===== src/design/lbarb_map.svh =====
// Offsets-free constants for the local bus arbiter: encodings and counts.
// Assumes inclusion by bare name from the arbiter package and modules.
`ifndef LBARB_MAP_SVH
`define LBARB_MAP_SVH
`define LBARB_NREQ          7
`define LBARB_IDX_LOCK      0
`define LBARB_IDX_ODD2      1
`define LBARB_IDX_COPRO23   2
`define LBARB_IDX_HOLD      3
`define LBARB_IDX_COPRO     4
`define LBARB_IDX_EXEC      5
`define LBARB_IDX_FETCH     6
`define LBARB_PREFETCH_GAP  2
`define LBARB_ACK_IDLE      3
`define LBARB_HOLD_IDLE     1
`define LBARB_ACK_T_C_EXTRA 2
`endif


===== src/design/lbarb_pkg.sv =====
// Types shared by the local bus arbiter modules.
// Assumes lbarb_map.svh is on the include path.
`include "lbarb_map.svh"
package lbarb_pkg;
	typedef enum logic [2:0] {
		LBARB_IDLE,
		LBARB_BUSY,
		LBARB_GAP,
		LBARB_HOLDST,
		LBARB_ACKGAP
	} lbarb_bus_t;
	typedef enum logic [1:0] {
		LBARB_RUN,
		LBARB_HALTED,
		LBARB_SHUTDOWN
	} lbarb_cpu_t;
	typedef logic [`LBARB_NREQ-1:0] lbarb_vec_t;
endpackage


===== src/design/lbarb_req_if.sv =====
// Request and grant vectors between the arbiter core and its priority picker.
// Assumes both ends share clk domain of the top module.
`timescale 1ns/1ns
interface lbarb_req_if;
	import lbarb_pkg::*;
	lbarb_vec_t req;
	lbarb_vec_t grant;
	modport core   (output req, input grant);
	modport picker (input req, output grant);
endinterface


===== src/design/lbarb_top.sv =====
// Local bus arbiter with halt, shutdown and interrupt-acknowledge handling.
// Assumes synchronous inputs; op_done marks the end of a granted operation.
`timescale 1ns/1ns
// Functional notes
// - Locked transfers get top bus priority.
// - Second byte of odd word ranks second.
// - Coprocessor second or third cycle ranks third.
// - Bus-hold request ranks fourth.
// - Coprocessor operand ranks fifth, execution data sixth.
// - Prefetch has lowest priority.
// - Prefetch suppressed two clocks before an execution data transfer.
// - Halt on halt instruction, shutdown on multiple exceptions; bus op.
// - Halt/shutdown op drives both status low, code low, memio high.
// - Address bit one high for halt, low for shutdown.
// - Hold and coprocessor requests still served while halted.
// - Coprocessor overrun in shutdown blocks coprocessor service.
// - Non-maskable interrupt or reset leaves halt or shutdown.
// - Enabled maskable irq or overrun leaves halt only.
// - Address leaves high impedance in second command state.
// - Lock asserted through both acknowledge cycles.
// - Hold during write: finish write, one idle, then acknowledge.
// - Three idle clocks between the acknowledge operations.
// - No hold grant before second acknowledge ends.
module lbarb_top
	import lbarb_pkg::*;
(
	input  wire logic clk,
	input  wire logic srst,
	input  wire logic lock_req,
	input  wire logic odd_second_req,
	input  wire logic copro_cont_req,
	input  wire logic bus_hold_req,
	input  wire logic copro_operand_req,
	input  wire logic exec_req,
	input  wire logic exec_req_soon,
	input  wire logic fetch_req,
	input  wire logic irq_ack_req,
	input  wire logic op_write,
	input  wire logic op_done,
	input  wire logic t_c_tick,
	input  wire logic halt_instruction,
	input  wire logic multi_exception,
	input  wire logic nmi,
	input  wire logic maskable_irq,
	input  wire logic irq_enabled,
	input  wire logic copro_overrun,
	output logic      grant_lock,
	output logic      grant_odd_second,
	output logic      grant_copro_cont,
	output logic      bus_hold_ack,
	output logic      grant_copro,
	output logic      grant_exec,
	output logic      grant_fetch,
	output logic      irq_ack_cycle,
	output logic      irq_ack_second,
	output logic      bus_status_1_n,
	output logic      bus_status_0_n,
	output logic      code_or_ack_n,
	output logic      mem_or_io,
	output logic      addr_bit_one,
	output logic      addr_oe_n,
	output logic      lock_n,
	output logic      halted,
	output logic      shut_down
);
	typedef struct packed {
		lbarb_bus_t bus;
		lbarb_cpu_t cpu;
		lbarb_vec_t grant;
		logic       ack_phase;
		logic       ack_active;
		logic       copro_block;
		logic       last_write;
		logic [1:0] tc_cnt;
		logic       s1_n;
		logic       s0_n;
		logic       cod_n;
		logic       mio;
		logic       a1;
		logic       aoe_n;
		logic       lck_n;
		logic       hold_ack;
	} lbarb_state_t;
	lbarb_state_t st;
	lbarb_state_t next_st;
	lbarb_req_if  rq ();
	logic         gap_load;
	logic [2:0]   gap_value;
	logic         gap_busy;
	logic         fetch_ok;
	logic         copro_ok;
	logic         hold_ok;
	logic         cpu_run;
	logic         ack_go;

	lbarb_pick u_pick (
		.rq (rq.picker)
	);
	lbarb_gap #(
		.W (3)
	) u_gap (
		.clk   (clk),
		.srst  (srst),
		.load  (gap_load),
		.value (gap_value),
		.busy  (gap_busy)
	);

	assign cpu_run  = (st.cpu == LBARB_RUN);
	// Second acknowledge op follows without a new request
	assign ack_go   = irq_ack_req | st.ack_phase;
	assign fetch_ok = cpu_run & ~exec_req_soon & ~exec_req;
	assign copro_ok = ~st.copro_block;
	assign hold_ok  = ~st.ack_active;
	always_comb
	begin
		rq.req = '0;
		rq.req[`LBARB_IDX_LOCK]    = cpu_run & (lock_req | ack_go);
		rq.req[`LBARB_IDX_ODD2]    = cpu_run & odd_second_req;
		rq.req[`LBARB_IDX_COPRO23] = copro_cont_req & copro_ok;
		rq.req[`LBARB_IDX_HOLD]    = bus_hold_req & hold_ok;
		rq.req[`LBARB_IDX_COPRO]   = copro_operand_req & copro_ok;
		rq.req[`LBARB_IDX_EXEC]    = cpu_run & exec_req;
		rq.req[`LBARB_IDX_FETCH]   = fetch_req & fetch_ok;
	end

	always_comb
	begin
		next_st   = st;
		gap_load  = 1'b0;
		gap_value = 3'h0;
		// Leaving halt and shutdown
		if (st.cpu != LBARB_RUN && nmi)
			next_st.cpu = LBARB_RUN;
		else if (st.cpu == LBARB_HALTED &&
			((maskable_irq && irq_enabled) || copro_overrun))
			next_st.cpu = LBARB_RUN;
		if (st.cpu == LBARB_SHUTDOWN && copro_overrun)
			next_st.copro_block = 1'b1;
		case (st.bus)
			LBARB_IDLE:
			begin
				next_st.s1_n  = 1'b1;
				next_st.s0_n  = 1'b1;
				next_st.lck_n = 1'b1;
				if (!gap_busy && cpu_run && !st.ack_active &&
					(halt_instruction || multi_exception))
				begin
					// Halt or shutdown shown as a bus status code
					next_st.cpu   = halt_instruction ? LBARB_HALTED
						: LBARB_SHUTDOWN;
					next_st.s1_n  = 1'b0;
					next_st.s0_n  = 1'b0;
					next_st.cod_n = 1'b0;
					next_st.mio   = 1'b1;
					next_st.a1    = halt_instruction;
				end
				else if (!gap_busy && rq.req != '0)
				begin
					// One grant per boundary, held until done
					next_st.grant = rq.grant;
					next_st.last_write = op_write;
					if (rq.grant[`LBARB_IDX_HOLD])
					begin
						next_st.bus      = LBARB_HOLDST;
						next_st.hold_ack = 1'b1;
						next_st.aoe_n    = 1'b1;
					end
					else
					begin
						next_st.bus = LBARB_BUSY;
						next_st.s1_n  = op_write;
						next_st.s0_n  = ~op_write;
						next_st.mio   = ~ack_go;
						next_st.cod_n = ~ack_go & rq.grant[`LBARB_IDX_FETCH];
						next_st.tc_cnt = 2'h0;
						if (ack_go && rq.grant[`LBARB_IDX_LOCK])
						begin
							next_st.ack_active = 1'b1;
							next_st.lck_n = 1'b0;
							if (st.ack_phase)
								next_st.aoe_n = 1'b1;
						end
						else
							next_st.lck_n = ~rq.grant[`LBARB_IDX_LOCK];
					end
				end
			end
			LBARB_BUSY:
			begin
				next_st.s1_n = 1'b1;
				next_st.s0_n = 1'b1;
				if (t_c_tick && st.tc_cnt != 2'h3)
					next_st.tc_cnt = st.tc_cnt + 2'h1;
				if (st.ack_active && st.ack_phase && t_c_tick &&
					st.tc_cnt == 2'(`LBARB_ACK_T_C_EXTRA - 1))
					next_st.aoe_n = 1'b0;
				if (op_done)
				begin
					next_st.grant = '0;
					next_st.lck_n = 1'b1;
					if (st.ack_active && !st.ack_phase)
					begin
						next_st.ack_phase = 1'b1;
						next_st.bus = LBARB_ACKGAP;
						gap_load  = 1'b1;
						// Gap exit and grant edge give two of the idle clocks
						gap_value = 3'(`LBARB_ACK_IDLE - 2);
					end
					else
					begin
						if (st.ack_active)
						begin
							next_st.ack_active = 1'b0;
							next_st.ack_phase  = 1'b0;
							next_st.aoe_n      = 1'b0;
						end
						next_st.bus = LBARB_IDLE;
						if (st.last_write && bus_hold_req)
						begin
							next_st.bus = LBARB_GAP;
							gap_load  = 1'b1;
							gap_value = 3'(`LBARB_HOLD_IDLE - 1);
						end
					end
				end
			end
			LBARB_GAP:
			begin
				if (!gap_busy && bus_hold_req && hold_ok)
				begin
					// One idle state after the write, then hold
					next_st.bus      = LBARB_HOLDST;
					next_st.hold_ack = 1'b1;
					next_st.aoe_n    = 1'b1;
					next_st.grant    = '0;
					next_st.grant[`LBARB_IDX_HOLD] = 1'b1;
				end
				else if (!gap_busy)
					next_st.bus = LBARB_IDLE;
			end
			LBARB_ACKGAP:
			begin
				if (!gap_busy)
					next_st.bus = LBARB_IDLE;
			end
			LBARB_HOLDST:
			begin
				if (!bus_hold_req)
				begin
					next_st.hold_ack = 1'b0;
					next_st.aoe_n    = 1'b0;
					next_st.grant    = '0;
					next_st.bus      = LBARB_IDLE;
				end
			end
			default:
			begin
				next_st.bus = LBARB_IDLE;
			end
		endcase
	end

	always_ff @(posedge clk)
	begin
		if (srst)
		begin
			// Reset also leaves halt or shutdown
			st          <= '0;
			st.bus      <= LBARB_IDLE;
			st.cpu      <= LBARB_RUN;
			st.s1_n     <= 1'b1;
			st.s0_n     <= 1'b1;
			st.cod_n    <= 1'b1;
			st.lck_n    <= 1'b1;
		end
		else
			st <= next_st;
	end

	assign grant_lock       = st.grant[`LBARB_IDX_LOCK];
	assign grant_odd_second = st.grant[`LBARB_IDX_ODD2];
	assign grant_copro_cont = st.grant[`LBARB_IDX_COPRO23];
	assign bus_hold_ack     = st.hold_ack;
	assign grant_copro      = st.grant[`LBARB_IDX_COPRO];
	assign grant_exec       = st.grant[`LBARB_IDX_EXEC];
	assign grant_fetch      = st.grant[`LBARB_IDX_FETCH];
	assign irq_ack_cycle    = st.ack_active;
	assign irq_ack_second   = st.ack_phase;
	assign bus_status_1_n   = st.s1_n;
	assign bus_status_0_n   = st.s0_n;
	assign code_or_ack_n    = st.cod_n;
	assign mem_or_io        = st.mio;
	assign addr_bit_one     = st.a1;
	assign addr_oe_n        = st.aoe_n;
	assign lock_n           = st.lck_n;
	assign halted           = (st.cpu == LBARB_HALTED);
	assign shut_down        = (st.cpu == LBARB_SHUTDOWN);
endmodule


===== src/design/lbarb_pick.sv =====
// Fixed priority picker: lowest index wins.
// Assumes request vector is ordered highest priority first.
`timescale 1ns/1ns
module lbarb_pick
	import lbarb_pkg::*;
(
	lbarb_req_if.picker rq
);
	genvar i;
	generate
		for (i = 0; i < `LBARB_NREQ; i++)
		begin : g_pick
			if (i == 0)
			begin : g_top
				assign rq.grant[i] = rq.req[i];
			end
			else
			begin : g_low
				// Wins only if no higher-ranked request is up
				assign rq.grant[i] = rq.req[i] & ~(|rq.req[i-1:0]);
			end
		end
	endgenerate
endmodule


===== src/design/lbarb_gap.sv =====
// Down counter holding the bus idle for a set number of clocks.
// Assumes load and count are synchronous to clk.
`timescale 1ns/1ns
module lbarb_gap
	import lbarb_pkg::*;
#(
	parameter int W = 3
)
(
	input  wire logic         clk,
	input  wire logic         srst,
	input  wire logic         load,
	input  wire logic [W-1:0] value,
	output logic              busy
);
	typedef struct packed {
		logic [W-1:0] cnt;
	} lbarb_gap_t;
	lbarb_gap_t st;
	lbarb_gap_t next_st;
	always_comb
	begin
		next_st = st;
		if (load)
			next_st.cnt = value;
		else if (st.cnt != '0)
			next_st.cnt = st.cnt - 1'b1;
	end
	always_ff @(posedge clk)
	begin
		if (srst)
			st <= '0;
		else
			st <= next_st;
	end
	assign busy = (st.cnt != '0);
endmodule


===== config.mk =====
export PLATFORM = sky130hd
export DESIGN_NAME = lbarb_top
export DESIGN_NICKNAME = d
export VERILOG_FILES = /design/src/design/lbarb_pkg.sv /design/src/design/lbarb_req_if.sv /design/src/design/lbarb_top.sv /design/src/design/lbarb_pick.sv /design/src/design/lbarb_gap.sv
export VERILOG_INCLUDE_DIRS = /design/src /design/src/design
export SDC_FILE = /design/constraint.sdc
export NUM_CORES = 1
export LEC_CHECK = 0
export ABC_AREA = 1
export BUFFER_PORTS_ARGS = -buffer_cell sky130_fd_sc_hd__buf_2
export CORE_ASPECT_RATIO = 1.2
export CORE_MARGIN = 5
export CORE_UTILIZATION = 50
export CTS_BUF_LIST = sky130_fd_sc_hd__clkbuf_4 sky130_fd_sc_hd__clkbuf_8
export DETAILED_ROUTE_END_ITERATION = 8
export PLACE_DENSITY = 0.77
export SYNTH_ARGS = -nofsm -noshare
export SYNTH_HDL_FRONTEND = slang
export SYNTH_SLANG_ARGS = --single-unit

===== constraint.sdc =====
create_clock -name clk -period 1.6 [get_ports clk]
set_input_delay 0 -clock clk [delete_from_list [all_inputs] [get_ports clk]]
set_output_delay 0 -clock clk [all_outputs]
set_load 0.01 [all_outputs]

==> reports/metrics.csv <==
metric,value,unit
outcome,"finished, final reports clean",
Die ar.,4720,um2
antenna cells,0,
first-pass GRT wire length,6930,um
syn_nets,287,
max_cap viols,0,
Worst-path clk slew,0.10,ns
clock buffer depth,2,
hold slack,0.0184,ns
"Hold Vio Cnt, Final",0,
CP arrival,1.76,ns
Via Count,1876,
Yosys top cell area share,0.326,
CP required,1.78,ns
Site Rows,23,
clk sinks,28,
DRT antenna net count,0,
Final Cycle Share,0.987,
Largest Register,st,
relative slew slack,0.665,
startpoint types,register,
GRT Overall Usage,0.182,
leak pwr,1.15,nW
CP Max Fanout,6,
Post-Syn Area,1720,um2
Cell Pwr Density,2030,nW/um2
drt pass-1 iters,4,
Peak Freq,633,MHz
"EDFF count, synth",0,
reg2reg setup slack,0.02,ns
"Top FF cell, synth",dfxtp_1,
vias per cell,5.25,
Core Region,3340,um2
"count leader, synth",nand2_1,
Final Non-Filler Cells,357,
Tmin final,1.58,ns
Clock Latency Late Sink,0.28,ns
Util after Layout,0.662,
cell family with most CP delay,simple AND/OR/NAND/NOR gates,
multi-input logic area,1020,um2
H-tree level count,1,
Placed Cells,342,
"Slew Viols, Final",0,
biggest regs,"st: 9 flops, u_gap.st: 3 flops",
WS Path Type,reg -> reg,
top post-synthesis cells by area,"dfxtp_1, nand2_1, inv_1",
Area Overhead vs Synth,28.4,%
"slowest stage cell, crit path",dfxtp_2,
Avg WL per Cell,12.2,um
peak supply drop,0.00119,V
TritonCTS clock tree,built,
post-synthesis cell type count,31,
Synth area leader,dfxtp_1,
routed wire length,4350,um
largest net degree at the start of global routing,17,
drc violations,0,
Initial Util,0.515,
final setup vio count,0,
die width,63.5,um
vias in the first global route,1662,
worst hold path class,in -> reg,
Tightest Pin Transition,0.500,ns
Tot Pwr,4.49,mW
FF/Latch Area,566,um2
CP Cell Sequence,"inv_2, ha_4, inv_2, nor2_4, buf_6, nand3_4, a21oi_1, nand2_1, nand2_1, nor2_1",
GR Overflow Total,0,
layout cells sized above 1,0.297,
HPWL Detailed,3250,um
cells after synthesis,263,
Setup TNS,0,ns
routability cong.,0.946,
Clock Tree Root,clkbuf_8,
number of CTS-inserted buffers,3,
"Avg Cell Area, Syn",6.54,um2
register area share after synthesis,0.326,
Synth warnings,0,
RSZ-0062 raised after global routing,yes,
Worst setup EP type,register,
crit-path max cell delay,0.35,ns
max reg flops,9,
initial antenna violation count,0,
flop and latch count out of synthesis,28,
clock skew,0.00872,ns
Iteration-0 DRC Markers,118,
Ports,38,
ys async rst share,0,
Chip Height,74.3,um
Commonest cells post-synth,"nand2_1, inv_1, nor2_1, dfxtp_1, a21oi_1",
CP bufs+invs,3,
fill count,294,
IO buf count,37,
Nets,345,
kinds of logic (layout without fill, tap and decap cells):
logic type | after synthesis | count (layout) | synth area share
flip-flops | 28 | 28 | 0.326
adder cells (fa/ha/maj) | 4 | 4 | 0.0291
buffers and inverters | 49 | 105 | 0.113
AO/OA/AOI/OAI | 41 | 41 | 0.140
XOR/XNOR | 1 | 1 | 0.00509
AND/OR/NAND/NOR | 140 | 141 | 0.386
worst register-to-register path: cells and delay by family (launching register included):
kind                       cells  cell delay, ns
buffers and inverters          3            0.25
DFF                            1            0.35
and+or+nand+nor                5            0.49
adders and majority gates      1            0.13
AOI/OAI and AO/OA              1            0.26
final cells by class:
type,count,share of cell area
clock buffers,3,0.0187
clock inverters,1,0.0136
repair buffers,56,0.153
inverters,45,0.0765
multi-input cells,187,0.461
well taps,37,0.0210
flip-flops and latches,28,0.256
layout by cell type (no fill, tap or decap), types with 3 or more instances in the layout:
cell type  count
nand3_1       14
dfxtp_2        4
nor2_1        35
nand2_1       56
inv_1         36
nand4_1       10
dfxtp_1       24
nand2_2        5
nor3_1         5
inv_2          9
a21oi_1       16
nor2_2         3
clkbuf_8       3
buf_2         37
o21ai_0       14
nand3_2        5
buf_4         16
ha_1           3
power by group:
| group | switching, mW | leakage (nW) | internal (mW) | total, mW |
|---|---|---|---|---|
| logic | 1.68 | 0.881 | 1.14 | 2.82 |
| registers | 0.157 | 0.231 | 0.952 | 1.11 |
| clock network | 0.227 | 0.0357 | 0.335 | 0.562 |
| total | 2.06 | 1.15 | 2.43 | 4.49 |
timing repair:
item | 4_1_cts | 5_1_grt
cloned | 0 | 1
endpoints found under the setup margin | 4 | 17
hold buffers | 1 | 0
pin swaps | 1 | 9
resized for setup | 2 | 16
setup buffers | 0 | 9
hold endpoints to repair | 1 | 0
routing by layer:
| metal | routed length [um] | GRT usage | share of wire |
|---|---|---|---|
| met2 | 2100 | 0.326 | 0.48 |
| met1 | 1860 | 0.210 | 0.43 |
| met4 | 148 | 0.0947 | 0.034 |
| met3 | 238 | 0.0257 | 0.055 |
| met5 | 0 | 0 | 0 |
through the flow:
stage	setup WS [ns]	instance area, um2
after floorplan	0.0314	1720
after global placement	0.0500	1990
after detailed placement	0.0133	1990
after CTS	-0.00384	2090
after global routing	-0.130	2210
final	0.0211	2210
path summary, 6_finish.rpt:
| kind | to | startpoint | cells after the start |
|---|---|---|---|
| worst max-delay path | bus_hold_ack | u_gap.st[1] | 10 |
| worst min-delay path | st[21] | halt_instruction | 3 |
| worst max register to register | bus_hold_ack | u_gap.st[1] | 10 |
| worst min register to register | mem_or_io | mem_or_io | 2 |
(Power assumes the default switching activity.)
